[config.mk]
export PLATFORM = sky130hd
export DESIGN_NAME = ccl_top
export DESIGN_NICKNAME = d
export VERILOG_FILES = /design/src/ccl_pkg.sv /design/src/ccl_sync.sv /design/src/ccl_trig.sv /design/src/ccl_top.sv
export VERILOG_INCLUDE_DIRS = /design/src /design/src/src
export SDC_FILE = /design/constraint.sdc
export NUM_CORES = 1
export LEC_CHECK = 0
export BUFFER_PORTS_ARGS = -buffer_cell sky130_fd_sc_hd__buf_2
export CORE_ASPECT_RATIO = 0.6
export CORE_MARGIN = 2
export CORE_UTILIZATION = 47
export CTS_BUF_LIST = sky130_fd_sc_hd__clkbuf_8
export DETAILED_ROUTE_END_ITERATION = 8
export PLACE_DENSITY = 0.81
export SLEW_MARGIN = 10
export SYNTH_ARGS = -nofsm -noshare
export SYNTH_HDL_FRONTEND = slang
export SYNTH_SLANG_ARGS = --single-unit
[constraint.sdc]
create_clock -name sys_clk_in -period 4.53 [get_ports sys_clk_in]
set_clock_uncertainty 0.05 [all_clocks]
set_input_delay 0.2265 -clock sys_clk_in [delete_from_list [all_inputs] [get_ports sys_clk_in]]
set_output_delay 0.2265 -clock sys_clk_in [all_outputs]
set_load 0.01 [all_outputs]
[src/ccl_defines.svh]
/*
  Offsets, field positions, reset values and timing counts for the comparator control logic.
  Assumes that it is included by its bare name by each design file that needs the constants.
*/
`ifndef CCL_DEFINES_SVH
`define CCL_DEFINES_SVH

`define CCL_CTRL_STATUS_OFS   8'h50
`define CCL_IO_SPACE_DELTA    8'h20
`define CCL_IO_SPACE_LIMIT    8'h3f
`define CCL_CONV_CTRL_B_OFS   8'h7b
`define CCL_DIN_DISABLE_OFS   8'h7f

`define CCL_CS_DISABLE_BIT    7
`define CCL_CS_BANDGAP_BIT    6
`define CCL_CS_OUTPUT_BIT     5
`define CCL_CS_FLAG_BIT       4
`define CCL_CS_IRQ_EN_BIT     3
`define CCL_CS_CAPTURE_BIT    2
`define CCL_CS_MODE_HI        1
`define CCL_CS_MODE_LO        0

`define CCL_CB_MUX_EN_BIT     6
`define CCL_CB_TRIG_HI        2
`define CCL_CB_TRIG_LO        0

`define CCL_DD_POS_BIT        0
`define CCL_DD_NEG_BIT        1

`define CCL_CTRL_STATUS_RST   8'h00
`define CCL_CONV_CTRL_B_RST   8'h00
`define CCL_DIN_DISABLE_RST   8'h00
`define CCL_READ_ZERO         8'h00

`define CCL_SYNC_STAGES       2

`endif

[src/ccl_pkg.sv]
/*
  Types shared by the comparator control logic: interrupt modes and trigger sources.
  Assumes nothing of its surroundings beyond a SystemVerilog compiler.
*/
`default_nettype none

package ccl_pkg;

  typedef enum logic [1:0] {
    CCL_MODE_TOGGLE   = 2'h0,
    CCL_MODE_RESERVED = 2'h1,
    CCL_MODE_FALL     = 2'h2,
    CCL_MODE_RISE     = 2'h3
  } ccl_irq_mode_t;

  typedef enum logic [2:0] {
    CCL_TRIG_FREE_RUN   = 3'h0,
    CCL_TRIG_COMPARATOR = 3'h1,
    CCL_TRIG_EXT_INT0   = 3'h2,
    CCL_TRIG_T0_CMP_A   = 3'h3,
    CCL_TRIG_T0_OVF     = 3'h4,
    CCL_TRIG_T1_CMP_B   = 3'h5,
    CCL_TRIG_T1_OVF     = 3'h6,
    CCL_TRIG_T1_CAPTURE = 3'h7
  } ccl_trig_src_t;

endpackage

`default_nettype wire

[src/ccl_sync.sv]
/*
  A bank of two-flop synchronizers for levels that arrive from outside the clock domain.
  Assumes each bit is a slow level; pulses shorter than one cycle may be missed.
*/
`default_nettype none

module ccl_sync #(
  parameter int WIDTH = 1
) (
  input  wire logic             sys_clk_in,
  input  wire logic             nrst_in,
  input  wire logic             clk_en_in,
  input  wire logic [WIDTH-1:0] async_in,
  output logic      [WIDTH-1:0] sync_out
);

  logic [WIDTH-1:0] stage_a;
  logic [WIDTH-1:0] stage_b;
  logic [WIDTH-1:0] next_stage_a;
  logic [WIDTH-1:0] next_stage_b;

  // Only the second stage reads the first one.
  always_comb begin
    next_stage_a = stage_a;
    next_stage_b = stage_b;
    if (clk_en_in) begin
      next_stage_a = async_in;
      next_stage_b = stage_a;
    end
  end

  always_ff @(posedge sys_clk_in or negedge nrst_in) begin
    if (!nrst_in) begin
      stage_a <= '0;
      stage_b <= '0;
    end else begin
      stage_a <= next_stage_a;
      stage_b <= next_stage_b;
    end
  end

  assign sync_out = stage_b;

endmodule

`default_nettype wire

[src/ccl_trig.sv]
/*
  Converter auto-trigger source selection and rising-edge detection.
  Assumes every source flag comes from logic on the same clock, so none is synchronized.
*/
`default_nettype none

module ccl_trig
  import ccl_pkg::*;
(
  input  wire logic       sys_clk_in,
  input  wire logic       nrst_in,
  input  wire logic       clk_en_in,
  input  wire logic       auto_trigger_enable_in,
  input  wire logic       converter_enable_in,
  input  wire logic [2:0] trigger_source_select_in,
  input  wire logic [7:0] source_flags_in,
  output logic            conv_trigger_out
);

  logic selected;
  logic prev_selected;
  logic next_prev_selected;
  logic trigger;
  logic next_trigger;

  function automatic logic ccl_rise(input logic prev, input logic cur);
    ccl_rise = cur & ~prev;
  endfunction

  always_comb begin
    case (ccl_trig_src_t'(trigger_source_select_in))
      CCL_TRIG_FREE_RUN: begin
        selected = 1'b0;
      end
      default: begin
        selected = source_flags_in[trigger_source_select_in];
      end
    endcase
  end

  // The previous value follows the selected signal, so a switch from a clear source to a set one is an edge.
  always_comb begin
    next_prev_selected = prev_selected;
    next_trigger       = trigger;
    if (clk_en_in) begin
      next_prev_selected = selected;
      next_trigger       = auto_trigger_enable_in & converter_enable_in &
                           ccl_rise(prev_selected, selected);
    end
  end

  always_ff @(posedge sys_clk_in or negedge nrst_in) begin
    if (!nrst_in) begin
      prev_selected <= 1'b0;
      trigger       <= 1'b0;
    end else begin
      prev_selected <= next_prev_selected;
      trigger       <= next_trigger;
    end
  end

  assign conv_trigger_out = trigger;

endmodule

`default_nettype wire

[src/ccl_top.sv]
/*
  Comparator control logic: register file, input selection, result synchronization,
  interrupt flag and request, capture routing, converter trigger and pin input disables.
  Assumes an analog comparator core that reports its result as a raw level, an analog
  mux that follows the selection outputs, and a CPU register port with one-cycle strobes.
*/
`include "ccl_defines.svh"
`default_nettype none

module ccl_top
  import ccl_pkg::*;
(
  input  wire logic       sys_clk_in,
  input  wire logic       nrst_in,
  input  wire logic       clk_en_in,
  // CPU register port.
  input  wire logic [7:0] bus_addr_in,
  input  wire logic       bus_io_space_in,
  input  wire logic       bus_wr_in,
  input  wire logic       bus_rd_in,
  input  wire logic [7:0] bus_wdata_in,
  output logic      [7:0] bus_rdata_out,
  // Interrupt handshake.
  input  wire logic       global_irq_enable_in,
  input  wire logic       irq_ack_in,
  output logic            irq_req_out,
  // Analog core.
  input  wire logic       comp_raw_in,
  output logic            comparator_power_off_out,
  output logic            bandgap_select_out,
  output logic            negative_mux_select_out,
  output logic      [2:0] negative_channel_out,
  // Converter state.
  input  wire logic       converter_enable_in,
  input  wire logic       auto_trigger_enable_in,
  input  wire logic [2:0] channel_select_low_in,
  input  wire logic       ext_int0_flag_in,
  input  wire logic       t0_compare_a_flag_in,
  input  wire logic       t0_overflow_flag_in,
  input  wire logic       t1_compare_b_flag_in,
  input  wire logic       t1_overflow_flag_in,
  input  wire logic       t1_capture_flag_in,
  output logic            conv_trigger_out,
  // Timer capture front end.
  output logic            capture_source_out,
  // Pins.
  input  wire logic       positive_input_pin_in,
  input  wire logic       negative_input_pin_in,
  output logic            positive_pin_buffer_off_out,
  output logic            negative_pin_buffer_off_out,
  output logic            positive_pin_read_out,
  output logic            negative_pin_read_out
);

  // Control and status fields.
  logic          comparator_disable;
  logic          bandgap_select;
  logic          comparator_irq_flag;
  logic          comparator_irq_enable;
  logic          capture_route_enable;
  ccl_irq_mode_t irq_mode;
  // Conversion control B fields.
  logic          negative_mux_enable;
  logic [2:0]    trigger_source_select;
  // Input disable fields.
  logic          positive_pin_input_disable;
  logic          negative_pin_input_disable;
  // Derived outputs held in flops.
  logic [7:0]    rdata;
  logic          irq_req;
  logic          capture_source;
  logic          mux_select;
  logic [2:0]    negative_channel;
  logic          pos_read;
  logic          neg_read;
  logic          prev_status;

  logic          next_comparator_disable;
  logic          next_bandgap_select;
  logic          next_comparator_irq_flag;
  logic          next_comparator_irq_enable;
  logic          next_capture_route_enable;
  ccl_irq_mode_t next_irq_mode;
  logic          next_negative_mux_enable;
  logic [2:0]    next_trigger_source_select;
  logic          next_positive_pin_input_disable;
  logic          next_negative_pin_input_disable;
  logic [7:0]    next_rdata;
  logic          next_irq_req;
  logic          next_capture_source;
  logic          next_mux_select;
  logic [2:0]    next_negative_channel;
  logic          next_pos_read;
  logic          next_neg_read;
  logic          next_prev_status;

  logic [2:0]    sync_levels;
  logic          comparator_output_status;
  logic          pos_pin_sync;
  logic          neg_pin_sync;
  logic          hit_ctrl_status;
  logic          hit_conv_ctrl_b;
  logic          hit_din_disable;
  logic          edge_event;
  logic          flag_clear;
  logic [7:0]    ctrl_status_view;
  logic [7:0]    conv_ctrl_b_view;
  logic [7:0]    din_disable_view;
  logic [7:0]    source_flags;

  // I/O space addresses sit 0x20 below the data-space offset and cover only 0x00 to 0x3f.
  function automatic logic ccl_hit(input logic [7:0] addr, input logic io_space,
                                   input logic [7:0] offset, input logic io_mapped);
    logic [7:0] data_addr;
    data_addr = 8'(addr + `CCL_IO_SPACE_DELTA);
    if (io_space) begin
      ccl_hit = io_mapped && (addr <= `CCL_IO_SPACE_LIMIT) && (data_addr == offset);
    end else begin
      ccl_hit = (addr == offset);
    end
  endfunction

  function automatic logic ccl_edge(input ccl_irq_mode_t mode, input logic prev,
                                    input logic cur);
    case (mode)
      CCL_MODE_TOGGLE: begin
        ccl_edge = prev ^ cur;
      end
      CCL_MODE_FALL: begin
        ccl_edge = prev & ~cur;
      end
      CCL_MODE_RISE: begin
        ccl_edge = ~prev & cur;
      end
      default: begin
        ccl_edge = 1'b0;
      end
    endcase
  endfunction

  // The analog core raises its raw level when the positive input is above the negative.
  ccl_sync #(
    .WIDTH (3)
  ) u_sync (
    .sys_clk_in (sys_clk_in),
    .nrst_in    (nrst_in),
    .clk_en_in  (clk_en_in),
    .async_in   ({negative_input_pin_in, positive_input_pin_in, comp_raw_in}),
    .sync_out   (sync_levels)
  );

  assign comparator_output_status = sync_levels[0];
  assign pos_pin_sync             = sync_levels[1];
  assign neg_pin_sync             = sync_levels[2];

  assign source_flags = {t1_capture_flag_in, t1_overflow_flag_in, t1_compare_b_flag_in,
                         t0_overflow_flag_in, t0_compare_a_flag_in, ext_int0_flag_in,
                         comparator_irq_flag, 1'b0};

  ccl_trig u_trig (
    .sys_clk_in               (sys_clk_in),
    .nrst_in                  (nrst_in),
    .clk_en_in                (clk_en_in),
    .auto_trigger_enable_in   (auto_trigger_enable_in),
    .converter_enable_in      (converter_enable_in),
    .trigger_source_select_in (trigger_source_select),
    .source_flags_in          (source_flags),
    .conv_trigger_out         (conv_trigger_out)
  );

  always_comb begin
    hit_ctrl_status = ccl_hit(bus_addr_in, bus_io_space_in,
                              `CCL_CTRL_STATUS_OFS, 1'b1);
    hit_conv_ctrl_b = ccl_hit(bus_addr_in, bus_io_space_in, `CCL_CONV_CTRL_B_OFS, 1'b0);
    hit_din_disable = ccl_hit(bus_addr_in, bus_io_space_in, `CCL_DIN_DISABLE_OFS, 1'b0);
    edge_event      = ccl_edge(irq_mode, prev_status, comparator_output_status);
    flag_clear      = irq_ack_in |
                      (bus_wr_in & hit_ctrl_status & bus_wdata_in[`CCL_CS_FLAG_BIT]);
  end

  always_comb begin
    ctrl_status_view = `CCL_READ_ZERO;
    ctrl_status_view[`CCL_CS_DISABLE_BIT] = comparator_disable;
    ctrl_status_view[`CCL_CS_BANDGAP_BIT] = bandgap_select;
    ctrl_status_view[`CCL_CS_OUTPUT_BIT]  = comparator_output_status;
    ctrl_status_view[`CCL_CS_FLAG_BIT]    = comparator_irq_flag;
    ctrl_status_view[`CCL_CS_IRQ_EN_BIT]  = comparator_irq_enable;
    ctrl_status_view[`CCL_CS_CAPTURE_BIT] = capture_route_enable;
    ctrl_status_view[`CCL_CS_MODE_HI:`CCL_CS_MODE_LO] = irq_mode;
    conv_ctrl_b_view = `CCL_READ_ZERO;
    conv_ctrl_b_view[`CCL_CB_MUX_EN_BIT] = negative_mux_enable;
    conv_ctrl_b_view[`CCL_CB_TRIG_HI:`CCL_CB_TRIG_LO] = trigger_source_select;
    din_disable_view = `CCL_READ_ZERO;
    din_disable_view[`CCL_DD_POS_BIT] = positive_pin_input_disable;
    din_disable_view[`CCL_DD_NEG_BIT] = negative_pin_input_disable;
  end

  always_comb begin
    next_comparator_disable         = comparator_disable;
    next_bandgap_select             = bandgap_select;
    next_comparator_irq_flag        = comparator_irq_flag;
    next_comparator_irq_enable      = comparator_irq_enable;
    next_capture_route_enable       = capture_route_enable;
    next_irq_mode                   = irq_mode;
    next_negative_mux_enable        = negative_mux_enable;
    next_trigger_source_select      = trigger_source_select;
    next_positive_pin_input_disable = positive_pin_input_disable;
    next_negative_pin_input_disable = negative_pin_input_disable;
    next_rdata                      = rdata;
    next_irq_req                    = irq_req;
    next_capture_source             = capture_source;
    next_mux_select                 = mux_select;
    next_negative_channel           = negative_channel;
    next_pos_read                   = pos_read;
    next_neg_read                   = neg_read;
    next_prev_status                = prev_status;
    if (clk_en_in) begin
      if (bus_wr_in && hit_ctrl_status) begin
        next_comparator_disable    = bus_wdata_in[`CCL_CS_DISABLE_BIT];
        next_bandgap_select        = bus_wdata_in[`CCL_CS_BANDGAP_BIT];
        next_comparator_irq_enable = bus_wdata_in[`CCL_CS_IRQ_EN_BIT];
        next_capture_route_enable  = bus_wdata_in[`CCL_CS_CAPTURE_BIT];
        next_irq_mode = ccl_irq_mode_t'(bus_wdata_in[`CCL_CS_MODE_HI:`CCL_CS_MODE_LO]);
      end
      if (bus_wr_in && hit_conv_ctrl_b) begin
        next_negative_mux_enable   = bus_wdata_in[`CCL_CB_MUX_EN_BIT];
        next_trigger_source_select = bus_wdata_in[`CCL_CB_TRIG_HI:`CCL_CB_TRIG_LO];
      end
      if (bus_wr_in && hit_din_disable) begin
        next_positive_pin_input_disable = bus_wdata_in[`CCL_DD_POS_BIT];
        next_negative_pin_input_disable = bus_wdata_in[`CCL_DD_NEG_BIT];
      end
      // A new edge in the clearing cycle keeps the flag set.
      next_comparator_irq_flag = edge_event | (comparator_irq_flag & ~flag_clear);
      next_prev_status = comparator_output_status;
      // The request follows the next flag state, so it changes with the flag and an ack drops it at once.
      next_irq_req = next_comparator_irq_flag & comparator_irq_enable &
                     global_irq_enable_in;
      next_capture_source = capture_route_enable & comparator_output_status;
      next_mux_select = negative_mux_enable & ~converter_enable_in;
      next_negative_channel = channel_select_low_in;
      next_pos_read = pos_pin_sync & ~positive_pin_input_disable;
      next_neg_read = neg_pin_sync & ~negative_pin_input_disable;
      if (bus_rd_in) begin
        if (hit_ctrl_status) begin
          next_rdata = ctrl_status_view;
        end else if (hit_conv_ctrl_b) begin
          next_rdata = conv_ctrl_b_view;
        end else if (hit_din_disable) begin
          next_rdata = din_disable_view;
        end else begin
          next_rdata = `CCL_READ_ZERO;
        end
      end
    end
  end

  always_ff @(posedge sys_clk_in or negedge nrst_in) begin
    if (!nrst_in) begin
      comparator_disable         <= 1'(`CCL_CTRL_STATUS_RST >> `CCL_CS_DISABLE_BIT);
      bandgap_select             <= 1'b0;
      comparator_irq_flag        <= 1'b0;
      comparator_irq_enable      <= 1'b0;
      capture_route_enable       <= 1'b0;
      irq_mode                   <= CCL_MODE_TOGGLE;
      negative_mux_enable        <= 1'b0;
      trigger_source_select      <= 3'h0;
      positive_pin_input_disable <= 1'b0;
      negative_pin_input_disable <= 1'b0;
      rdata                      <= `CCL_READ_ZERO;
      irq_req                    <= 1'b0;
      capture_source             <= 1'b0;
      mux_select                 <= 1'b0;
      negative_channel           <= 3'h0;
      pos_read                   <= 1'b0;
      neg_read                   <= 1'b0;
      prev_status                <= 1'b0;
    end else begin
      comparator_disable         <= next_comparator_disable;
      bandgap_select             <= next_bandgap_select;
      comparator_irq_flag        <= next_comparator_irq_flag;
      comparator_irq_enable      <= next_comparator_irq_enable;
      capture_route_enable       <= next_capture_route_enable;
      irq_mode                   <= next_irq_mode;
      negative_mux_enable        <= next_negative_mux_enable;
      trigger_source_select      <= next_trigger_source_select;
      positive_pin_input_disable <= next_positive_pin_input_disable;
      negative_pin_input_disable <= next_negative_pin_input_disable;
      rdata                      <= next_rdata;
      irq_req                    <= next_irq_req;
      capture_source             <= next_capture_source;
      mux_select                 <= next_mux_select;
      negative_channel           <= next_negative_channel;
      pos_read                   <= next_pos_read;
      neg_read                   <= next_neg_read;
      prev_status                <= next_prev_status;
    end
  end

  assign bus_rdata_out               = rdata;
  assign irq_req_out                 = irq_req;
  assign comparator_power_off_out    = comparator_disable;
  assign bandgap_select_out          = bandgap_select;
  assign negative_mux_select_out     = mux_select;
  assign negative_channel_out        = negative_channel;
  assign capture_source_out          = capture_source;
  assign positive_pin_buffer_off_out = positive_pin_input_disable;
  assign negative_pin_buffer_off_out = negative_pin_input_disable;
  assign positive_pin_read_out       = pos_read;
  assign negative_pin_read_out       = neg_read;

endmodule

`default_nettype wire

==> results of run 1 <==
## metal layers
layer	wire length (um)	GRT usage [%]	share of wire [%]	vias to the layer above
li1	-	-	-	630
met5	0	0	0	-
met1	1730	25.4	48	633
met3	162	7.42	4.5	5
met4	28	4.92	0.79	0
met2	1640	28.1	46	33
## metrics by stage
step	setup slack, ns	power, mW	cells	hold WS, ns
6_report	2.76	0.682	245	-0.0273
5_1_grt	2.60	0.716	245	0.0388
4_1_cts	2.76	0.686	245	0.00112
3_5_place_dp	2.48	0.457	237	0.314
3_3_place_gp	2.49	0.453	237	0.314
2_1_floorplan	2.84	0.416	140	-0.119
## power by group
group / leakage, nW / switching (mW) / internal, mW
Clock: 0.0524 / 0.112 / 0.120
Sequential: 0.500 / 0.0133 / 0.357
Combinational: 0.525 / 0.0414 / 0.0376
## cells by family (layout without fill, tap and decap cells)
family                     count (synthesis)  count (layout)
AOI/OAI and AO/OA                         21              21
and+or+nand+nor                           36              36
DFF                                       38              38
adders and majority gates                  3               3
muxes                                     28              28
buffers and inverters                     14              72
## how the worst min path moves through the flow
stage,cells past startpoint,slack (ns),start,to
floorplan,0,-0.12,nrst_in,bandgap_select_out$_DFFE_PN0P_
global placement,1,0.31,nrst_in,u_sync.stage_a[2]$_DFFE_PN0P_
detailed placement,1,0.31,nrst_in,u_sync.stage_a[2]$_DFFE_PN0P_
CTS,1,0.001,nrst_in,u_sync.stage_a[2]$_DFFE_PN0P_
global route,1,0.04,nrst_in,u_trig.conv_trigger_out$_DFFE_PN0P_
finish,1,-0.03,nrst_in,u_sync.stage_a[2]$_DFFE_PN0P_
## cells in the final DEF (no fill, tap or decap), types with 2 or more instances in the layout
cell type	instances
nand4_1	2
a221o_1	4
nand3b_1	3
nor2b_1	2
nor2_1	2
mux2i_1	6
nor3_4	2
mux2_2	21
buf_2	57
inv_1	8
nor3_1	6
nand2_1	7
clkbuf_8	6
o21ai_0	7
nand2b_1	2
ha_1	3
a22o_1	4
dfrtp_1	38
a21oi_1	2
nand3_1	4
## flip-flops by register name, summed over array words and instances (netlist names), 2 cells and up
signal / cells
u_sync.stage_a: 3
u_sync.sync_out: 3
trigger_source_select: 3
negative_channel_out: 3
bus_rdata_out: 8
irq_mode: 2
## final cells by class
cell class	count	area (sq um)	area share [%]
clock buffer	6	82.6	3.84
clock inverter	2	8.76	0.408
inverter	7	26.3	1.22
multi-input combinational	88	736	34.2
sequential	38	951	44.3
tap	47	58.8	2.74
timing repair buffer	57	285	13.3
==> impl_results.md, run 1 <==
- Critical-path cell list: buf_2 > nand2_1 > nor3_2 > a221o_1
- R2R setup slack: 2.91 ns
- DR DRC count: 0
- CTS tree: done
- Max FO, Critical Path: 33
- Detail-routed via count per cell: 5.31
- Synth area leaders: dfrtp_1 (55%), mux2_2 (14%), mux2i_1 (3.5%)
- First-pass GRT wire length: 5.69 mm
- Antenna diodes: 0
- Gpl congestion: 0.754
- Filler cells: 304
- Final core utilization: 59.4%
- Seq cells post-synth: 38
- Worst-skew pair later-pin latency: 0.29 ns
- Cell variety after synth: 31
- Asr flop ratio synth: 100%
- Slowest stage cell, crit path: nor3_2
- Worst EP required: 4.70 ns
- Ys Warns: 0
- Yosys top cell area share: 54.6%
- P per Cell Area: 317 mW/mm^2
- Gr usage total: 18.7%
- Violated checks: hold timing
- Endpoints failing setup: 0
- Avg Inst Size Synth: 12.4 sq um
- Setup Buffers After CTS: 0
- Worst-Margin Slew: 0.815 ns
- Status: finished with violations
- Layout cells sized above 1: 44.9%
- Starting Density: 48.1%
- Row count: 17
- Termination of the worst setup path: bus_rdata_out[6]$_DFFE_PN0P_
- Synth Area in XOR/XNOR: 0%
- Num CTS Buffers: 5
- Grt ovf: 0
- WS Path Type: primary input to register
- Post-DRT Antenna Nets: 0
- Number of global-route vias before repair: 1246
- HPWL Detailed: 2.74 mm
- DR vias: 1301
- Clock slew at reported path FFs: 0.07 ns
- Largest family of logic cells by synthesized area: multiplexers
- Placed inst area: 0.00206 sq mm
- CORE AREA: 0.00362 sq mm
- Cts repair resizes: 0
- Worst R2R Path Depth: 6
- FMAX: 0.567 GHz
- Number of H-tree levels: 2
- Max clock buf depth: 2
- Detailed Routing Iterations Pass 1: 4
- Die area: 0.00422 sq mm
- Family with the most delay on the worst path: simple AND/OR/NAND/NOR gates
- Leakage: 1.08 nW
- Cell depth of the worst setup path: 4
- Hold Vio Cnt, Final: 38
- Final instance area: 0.00215 sq mm
- Post-synthesis cell count: 140
- R2r startpoint: u_sync.sync_out[0]$_DFFE_PN0P_
- Adder-cell share of the synthesized area: 2.16%
- Critical Path Start: clk_en_in
- Port Buffers: 57
- Startpoint types: primary input
- Largest net degree at the start of global routing: 39
- CTS sink cnt: 38
- Die W: 82.6 um
- Worst hold path type: primary input to asynchronous set/reset pin
- Relative slew slack: 45.7%
- Initial antenna violation count: 0
- CP peak stage delay: 0.61 ns
- Final period utilization: 39.0%
- Synth Area in Simple Gates: 13.2%
- Max-cap viol count: 0
- Commonest cells in the netlist: dfrtp_1 (38), mux2_2 (21), inv_1 (7), nand2_1 (7), o21ai_0 (7)
- Minimum clock period: 1.77 ns
- Cell with the most instances after synthesis: dfrtp_1
- Multiplexer share of the synthesized area: 18.3%
- Max IR drop VDD: 0.202 mV
- Root Buffer: clkbuf_8
- Drt initial violations: 95
- Post-synthesis compound-gate area fraction: 8.63%
- Syn nets: 181
- Area leader, netlist: dfrtp_1
- Ys flop type: dfrtp_1
- RSZ-0062 raised after global routing: no
- Crit path DAT: 1.93 ns
- Sequential fraction of the synthesis area: 54.6%
- Area Growth Syn to Fin: 23.4%
- Avg WL per Cell: 14.5 um
- Hold-fix buffers, CTS: 0
- Post-synth EDFFs: 0
- Synthesized cell area: 0.00174 sq mm
- Die Ht: 51.1 um
- WHS: -0.0273 ns
- Setup TNS: 0 ns
- R2r endpoint: irq_req_out$_DFFE_PN0P_
- Ports: 59
- Routed wire length: 3.56 mm
- NumNets Final: 238
- Pins Over Slew Limit: 0
- CP endpoint kind: register
- Worst path bufs/invs: 1
Power figures use the tool's default switching activity.
==> run 2: changes to the inputs <==
Clock period 4.53 ns to 1.8 ns, I/O delays scaled along.
==> impl_results.md, run 2 (synthesized netlist as in run 1, its figures left out) <==
- Status: finished, final reports clean
- Final instance area: 0.00230 sq mm
- Max clock buf depth: 2
- Area Growth Syn to Fin: 32.3%
- NumNets Final: 255
- DR vias: 1353
- Port Buffers: 57
- Root Buffer: clkbuf_8
- Max-cap viol count: 0
- Placed inst area: 0.00212 sq mm
- Initial antenna violation count: 0
- Startpoint types: register
- DR DRC count: 0
- Max reg flops: 8
- Ports: 59
- Family with the most delay on the worst path: compound AO/OA/AOI/OAI gates
- R2R setup slack: 0.22 ns
- Pins Over Slew Limit: 0
- FMAX: 0.633 GHz
- Final period utilization: 87.8%
- Grt ovf: 0
- Critical-path cell list: inv_1 > ha_1 > mux2_2 > a21o_1 > a41oi_1 > o21ai_0
- Number of global-route vias before repair: 1225
- Flop pwr share: 53.2%
- WS Path Type: register to register
- Die Ht: 51.1 um
- Int Pwr: 1.32 mW
- CTS sink cnt: 38
- Die W: 82.6 um
- Leakage: 1.15 nW
- Endpoints failing setup: 0
- Worst path bufs/invs: 1
- CTS tree: done
- Clk pwr share: 34.1%
- Row count: 17
- Gpl congestion: 0.781
- P per Cell Area: 761 mW/mm^2
- Sw Ratio: 24.7%
- Clock slew at reported path FFs: 0.07 ns
- Detail-routed via count per cell: 5.16
- Commonest cells after routing, fill and taps aside: buf_2 (57), dfrtp_1 (38), mux2_2 (21), dlygate4sd3_1 (9), buf_4 (8)
- Worst hold path type: primary input to register
- CP endpoint kind: register
- Psw: 0.433 mW
- First-pass GRT wire length: 5.88 mm
- Worst-Margin Slew: 0.587 ns
- Num CTS Buffers: 5
- Setup Buffers After CTS: 0
- Drt initial violations: 86
- RSZ-0062 raised after global routing: no
- Slowest stage cell, crit path: dfrtp_1
- Post-DRT Antenna Nets: 0
- CP peak stage delay: 0.42 ns
- Routed wire length: 3.70 mm
- Gr usage total: 19.2%
- Comb pwr share: 12.7%
- Avg WL per Cell: 14.1 um
- Crit path DAT: 1.70 ns
- HPWL Detailed: 2.83 mm
- Setup TNS: 0 ns
- Number of H-tree levels: 2
- Layout cells sized above 1: 45.6%
- Worst-skew pair later-pin latency: 0.29 ns
- Antenna diodes: 0
- Minimum clock period: 1.58 ns
- Hold Vio Cnt, Final: 0
- Relative slew slack: 60.7%
- CORE AREA: 0.00362 sq mm
- Max FO, Critical Path: 5
- Most common cell after layout, fill and taps aside: buf_2
- Worst EP required: 1.92 ns
- Detailed Routing Iterations Pass 1: 4
- Starting Density: 48.1%
- Die area: 0.00422 sq mm
- Max IR drop VDD: 0.386 mV
- Largest net degree at the start of global routing: 27
-- run 2: power by group through the flow --
stage	clock [mW]	combinational, mW	sequential [mW]
after global routing	0.651	0.250	0.939
final	0.598	0.223	0.932
after global placement	0	0.201	0.946
after detailed placement	0	0.209	0.948
after CTS	0.613	0.225	0.932
after floorplan	0	0.0999	0.946
-- run 2: what timing repair did --
| action | CTS | global route |
|---|---|---|
| resized for setup | 0 | 0 |
| endpoints found under the hold margin | 32 | 0 |
| hold buffers | 9 | 0 |
-- run 2: final cells by class --
class	count	area (sq um)
Fill cell	300	1310
Sequential cell	38	951
Multi-Input combinational cell	88	736
Timing Repair Buffer	74	435
Clock buffer	6	82.6
Tap cell	47	58.8
Inverter	7	26.3
Clock inverter	2	12.5
-- run 2: stage by stage --
stage | power (mW) | worst slack, ns | cells | utilization, % | hold WS, ns
3_5_place_dp | 1.16 | 0.0137 | 245 | 58.5 | 0.0648
4_1_cts | 1.77 | 0.217 | 262 | 63.7 | 0.00700
6_report | 1.75 | 0.220 | 262 | 63.7 | 0.0112
3_3_place_gp | 1.15 | 0.0389 | 245 | 58.5 | 0.0646
2_1_floorplan | 1.05 | 0.250 | 140 | - | -0.256
5_1_grt | 1.84 | 0.128 | 262 | 63.7 | 0.0230
-- run 2: final timing paths --
kind,depth (start not counted),endpoint,startpoint
min in group asynchronous,2,u_sync.stage_a[2]$_DFFE_PN0P_,nrst_in
max in group asynchronous,3,u_trig.prev_selected$_DFFE_PN0P_,nrst_in
worst min register to register,1,bus_rdata_out[4]$_DFFE_PN0P_,bus_rdata_out[4]$_DFFE_PN0P_
worst min-delay path,4,comparator_irq_flag$_DFFE_PN0P_,irq_ack_in
worst max-delay path,6,irq_req_out$_DFFE_PN0P_,u_sync.sync_out[0]$_DFFE_PN0P_
worst max register to register,6,irq_req_out$_DFFE_PN0P_,u_sync.sync_out[0]$_DFFE_PN0P_
-- run 2: metal layers --
metal,wire length [um],track usage [%],vias up
li1,-,-,663
met4,57,6.56,0
met5,0,0,-
met2,1650,28.4,46
met3,192,5.30,6
met1,1800,27.4,638
-- run 2: worst register-to-register path: stages (launching register included) --
cell and delay, ns:
dfrtp_1 0.42, inv_1 0.08, ha_1 0.17, mux2_2 0.25, a21o_1 0.20, a41oi_1 0.19, o21ai_0 0.10
==> run 3: changes to the inputs <==
Settings changed: BUFFER_PORTS_ARGS -buffer_cell sky130_fd_sc_hd__buf_2 to -buffer_cell sky130_fd_sc_hd__clkbuf_2.
==> impl_results.md, run 3 (synthesized netlist as in run 1, its figures left out) <==
- Num CTS Buffers: 5
- Die area: 0.00422 sq mm
- Max-cap viol count: 0
- Worst-Margin Slew: 0.572 ns
- Largest net degree at the start of global routing: 39
- CP endpoint kind: register
- Hold path endpoint: comparator_irq_flag$_DFFE_PN0P_
- Filler cells: 299
- Detailed Routing Iterations Pass 1: 4
- Max FO, Critical Path: 5
- Die Ht: 51.1 um
- Gpl congestion: 0.744
- Number of global-route vias before repair: 1312
- Avg WL per Cell: 14.9 um
- Status: finished, final reports clean
- Initial antenna violation count: 0
- Final core utilization: 63.6%
- Pins Over Slew Limit: 0
- Antenna diodes: 0
- Starting Density: 48.1%
- Clock slew at reported path FFs: 0.07 ns
- Detail-routed via count per cell: 5.29
- Relative slew slack: 61.6%
- First-pass GRT wire length: 6.19 mm
- Cts repair resizes: 0
- Reg area: 951 sq um
- Worst hold path startpoint: irq_ack_in
- Routed wire length: 3.89 mm
- Grt ovf: 0
- Layout cells sized above 1: 44.7%
- Setup TNS: 0 ns
- Max reg flops: 8
- Startpoint types: register
- Max clock buf depth: 2
- FMAX: 0.625 GHz
- HPWL Detailed: 2.77 mm
- NumNets Final: 255
- RSZ-0062 raised after global routing: no
- Worst hold path type: primary input to register
- WS Path Type: register to register
- R2r endpoint: irq_req_out$_DFFE_PN0P_
- Ports: 59
- P per Cell Area: 760 mW/mm^2
- Hold Vio Cnt, Final: 0
- Root Buffer: clkbuf_8
- Gr usage total: 20.7%
- Row count: 17
- Drt initial violations: 94
- CTS sink cnt: 38
- Most common cell after layout, fill and taps aside: clkbuf_2
- R2r startpoint: u_sync.sync_out[0]$_DFFE_PN0P_
- CTS tree: done
- Die W: 82.6 um
- Crit path DAT: 1.72 ns
- Final period utilization: 88.9%
- Worst EP required: 1.92 ns
- Worst-skew pair later-pin latency: 0.29 ns
- CORE AREA: 0.00362 sq mm
- R2R setup slack: 0.20 ns
- DR vias: 1386
- Leakage: 1.15 nW
- Area of the multi-input gates: 736 sq um
- Endpoints failing setup: 0
- Post-DRT Antenna Nets: 0
- Number of H-tree levels: 2
- Hold path depth: 4
- Max IR drop VDD: 0.554 mV
- Worst R2R Path Depth: 6
- Port Buffers: 57
- Minimum clock period: 1.60 ns
- DR DRC count: 0
- Area Growth Syn to Fin: 32.2%
- Commonest cells after routing, fill and taps aside: clkbuf_2 (57), dfrtp_1 (38), mux2_2 (21), dlygate4sd3_1 (10), inv_1 (8)
-- run 3: layout make-up --
cell class | instances | area share [%]
flip-flops and latches | 38 | 41.3
multi-input cells | 88 | 32.0
repair buffers | 74 | 19.0
clock buffers | 6 | 3.59
well taps | 47 | 2.56
inverters | 7 | 1.14
clock inverters | 2 | 0.381
-- run 3: worst max-delay path by stage --
| stage | start | endpoint | slack [ns] |
|---|---|---|---|
| floorplan | bus_addr_in[7] | negative_mux_enable$_DFFE_PN0P_ | 0.25 |
| global placement | bus_addr_in[5] | irq_mode[1]$_DFFE_PN0P_ | 0.05 |
| detailed placement | bus_addr_in[5] | bus_rdata_out[1]$_DFFE_PN0P_ | 0.01 |
| CTS | u_sync.sync_out[0]$_DFFE_PN0P_ | irq_req_out$_DFFE_PN0P_ | 0.20 |
| global route | u_sync.sync_out[0]$_DFFE_PN0P_ | irq_req_out$_DFFE_PN0P_ | 0.09 |
| finish | u_sync.sync_out[0]$_DFFE_PN0P_ | irq_req_out$_DFFE_PN0P_ | 0.20 |
-- run 3: per-stage QoR --
| step | hold slack [ns] | setup WS, ns | area (sq um) | power (mW) | std cells |
|---|---|---|---|---|---|
| 4_1_cts | 0.00124 | 0.197 | 2290 | 1.76 | 261 |
| 5_1_grt | 0.0119 | 0.0888 | 2300 | 1.84 | 262 |
| 3_5_place_dp | 0.110 | 0.0113 | 2110 | 1.16 | 244 |
| 6_report | 0.0122 | 0.199 | 2300 | 1.75 | 262 |
| 3_3_place_gp | 0.109 | 0.0541 | 2110 | 1.15 | 244 |
| 2_1_floorplan | -0.256 | 0.250 | 1740 | 1.05 | 140 |
-- run 3: timing repair --
| action | in CTS | in global routing |
|---|---|---|
| endpoints found under the hold margin | 46 | 1 |
| setup buffers | 0 | 0 |
| hold buffers | 9 | 1 |
-- run 3: layer usage --
metal,track usage [%],vias up,wire length (um)
li1,-,667,-
met2,31.6,50,1790
met1,27.2,662,1780
met4,7.65,0,68
met3,7.42,7,249
met5,0,-,0
-- run 3: worst max-delay path: stages, from the launching register on --
cell	delay [ns]
dfrtp_1	0.43
inv_1	0.08
ha_1	0.18
mux2_2	0.25
a21o_1	0.19
a41oi_1	0.19
o21ai_0	0.10
-- run 3: power breakdown --
part | switching (mW) | leakage, nW | internal, mW | total [mW]
Sequential | 0.0348 | 0.500 | 0.899 | 0.934
Clock | 0.287 | 0.0524 | 0.303 | 0.591
Combinational | 0.110 | 0.595 | 0.113 | 0.224
Total | 0.433 | 1.15 | 1.32 | 1.75
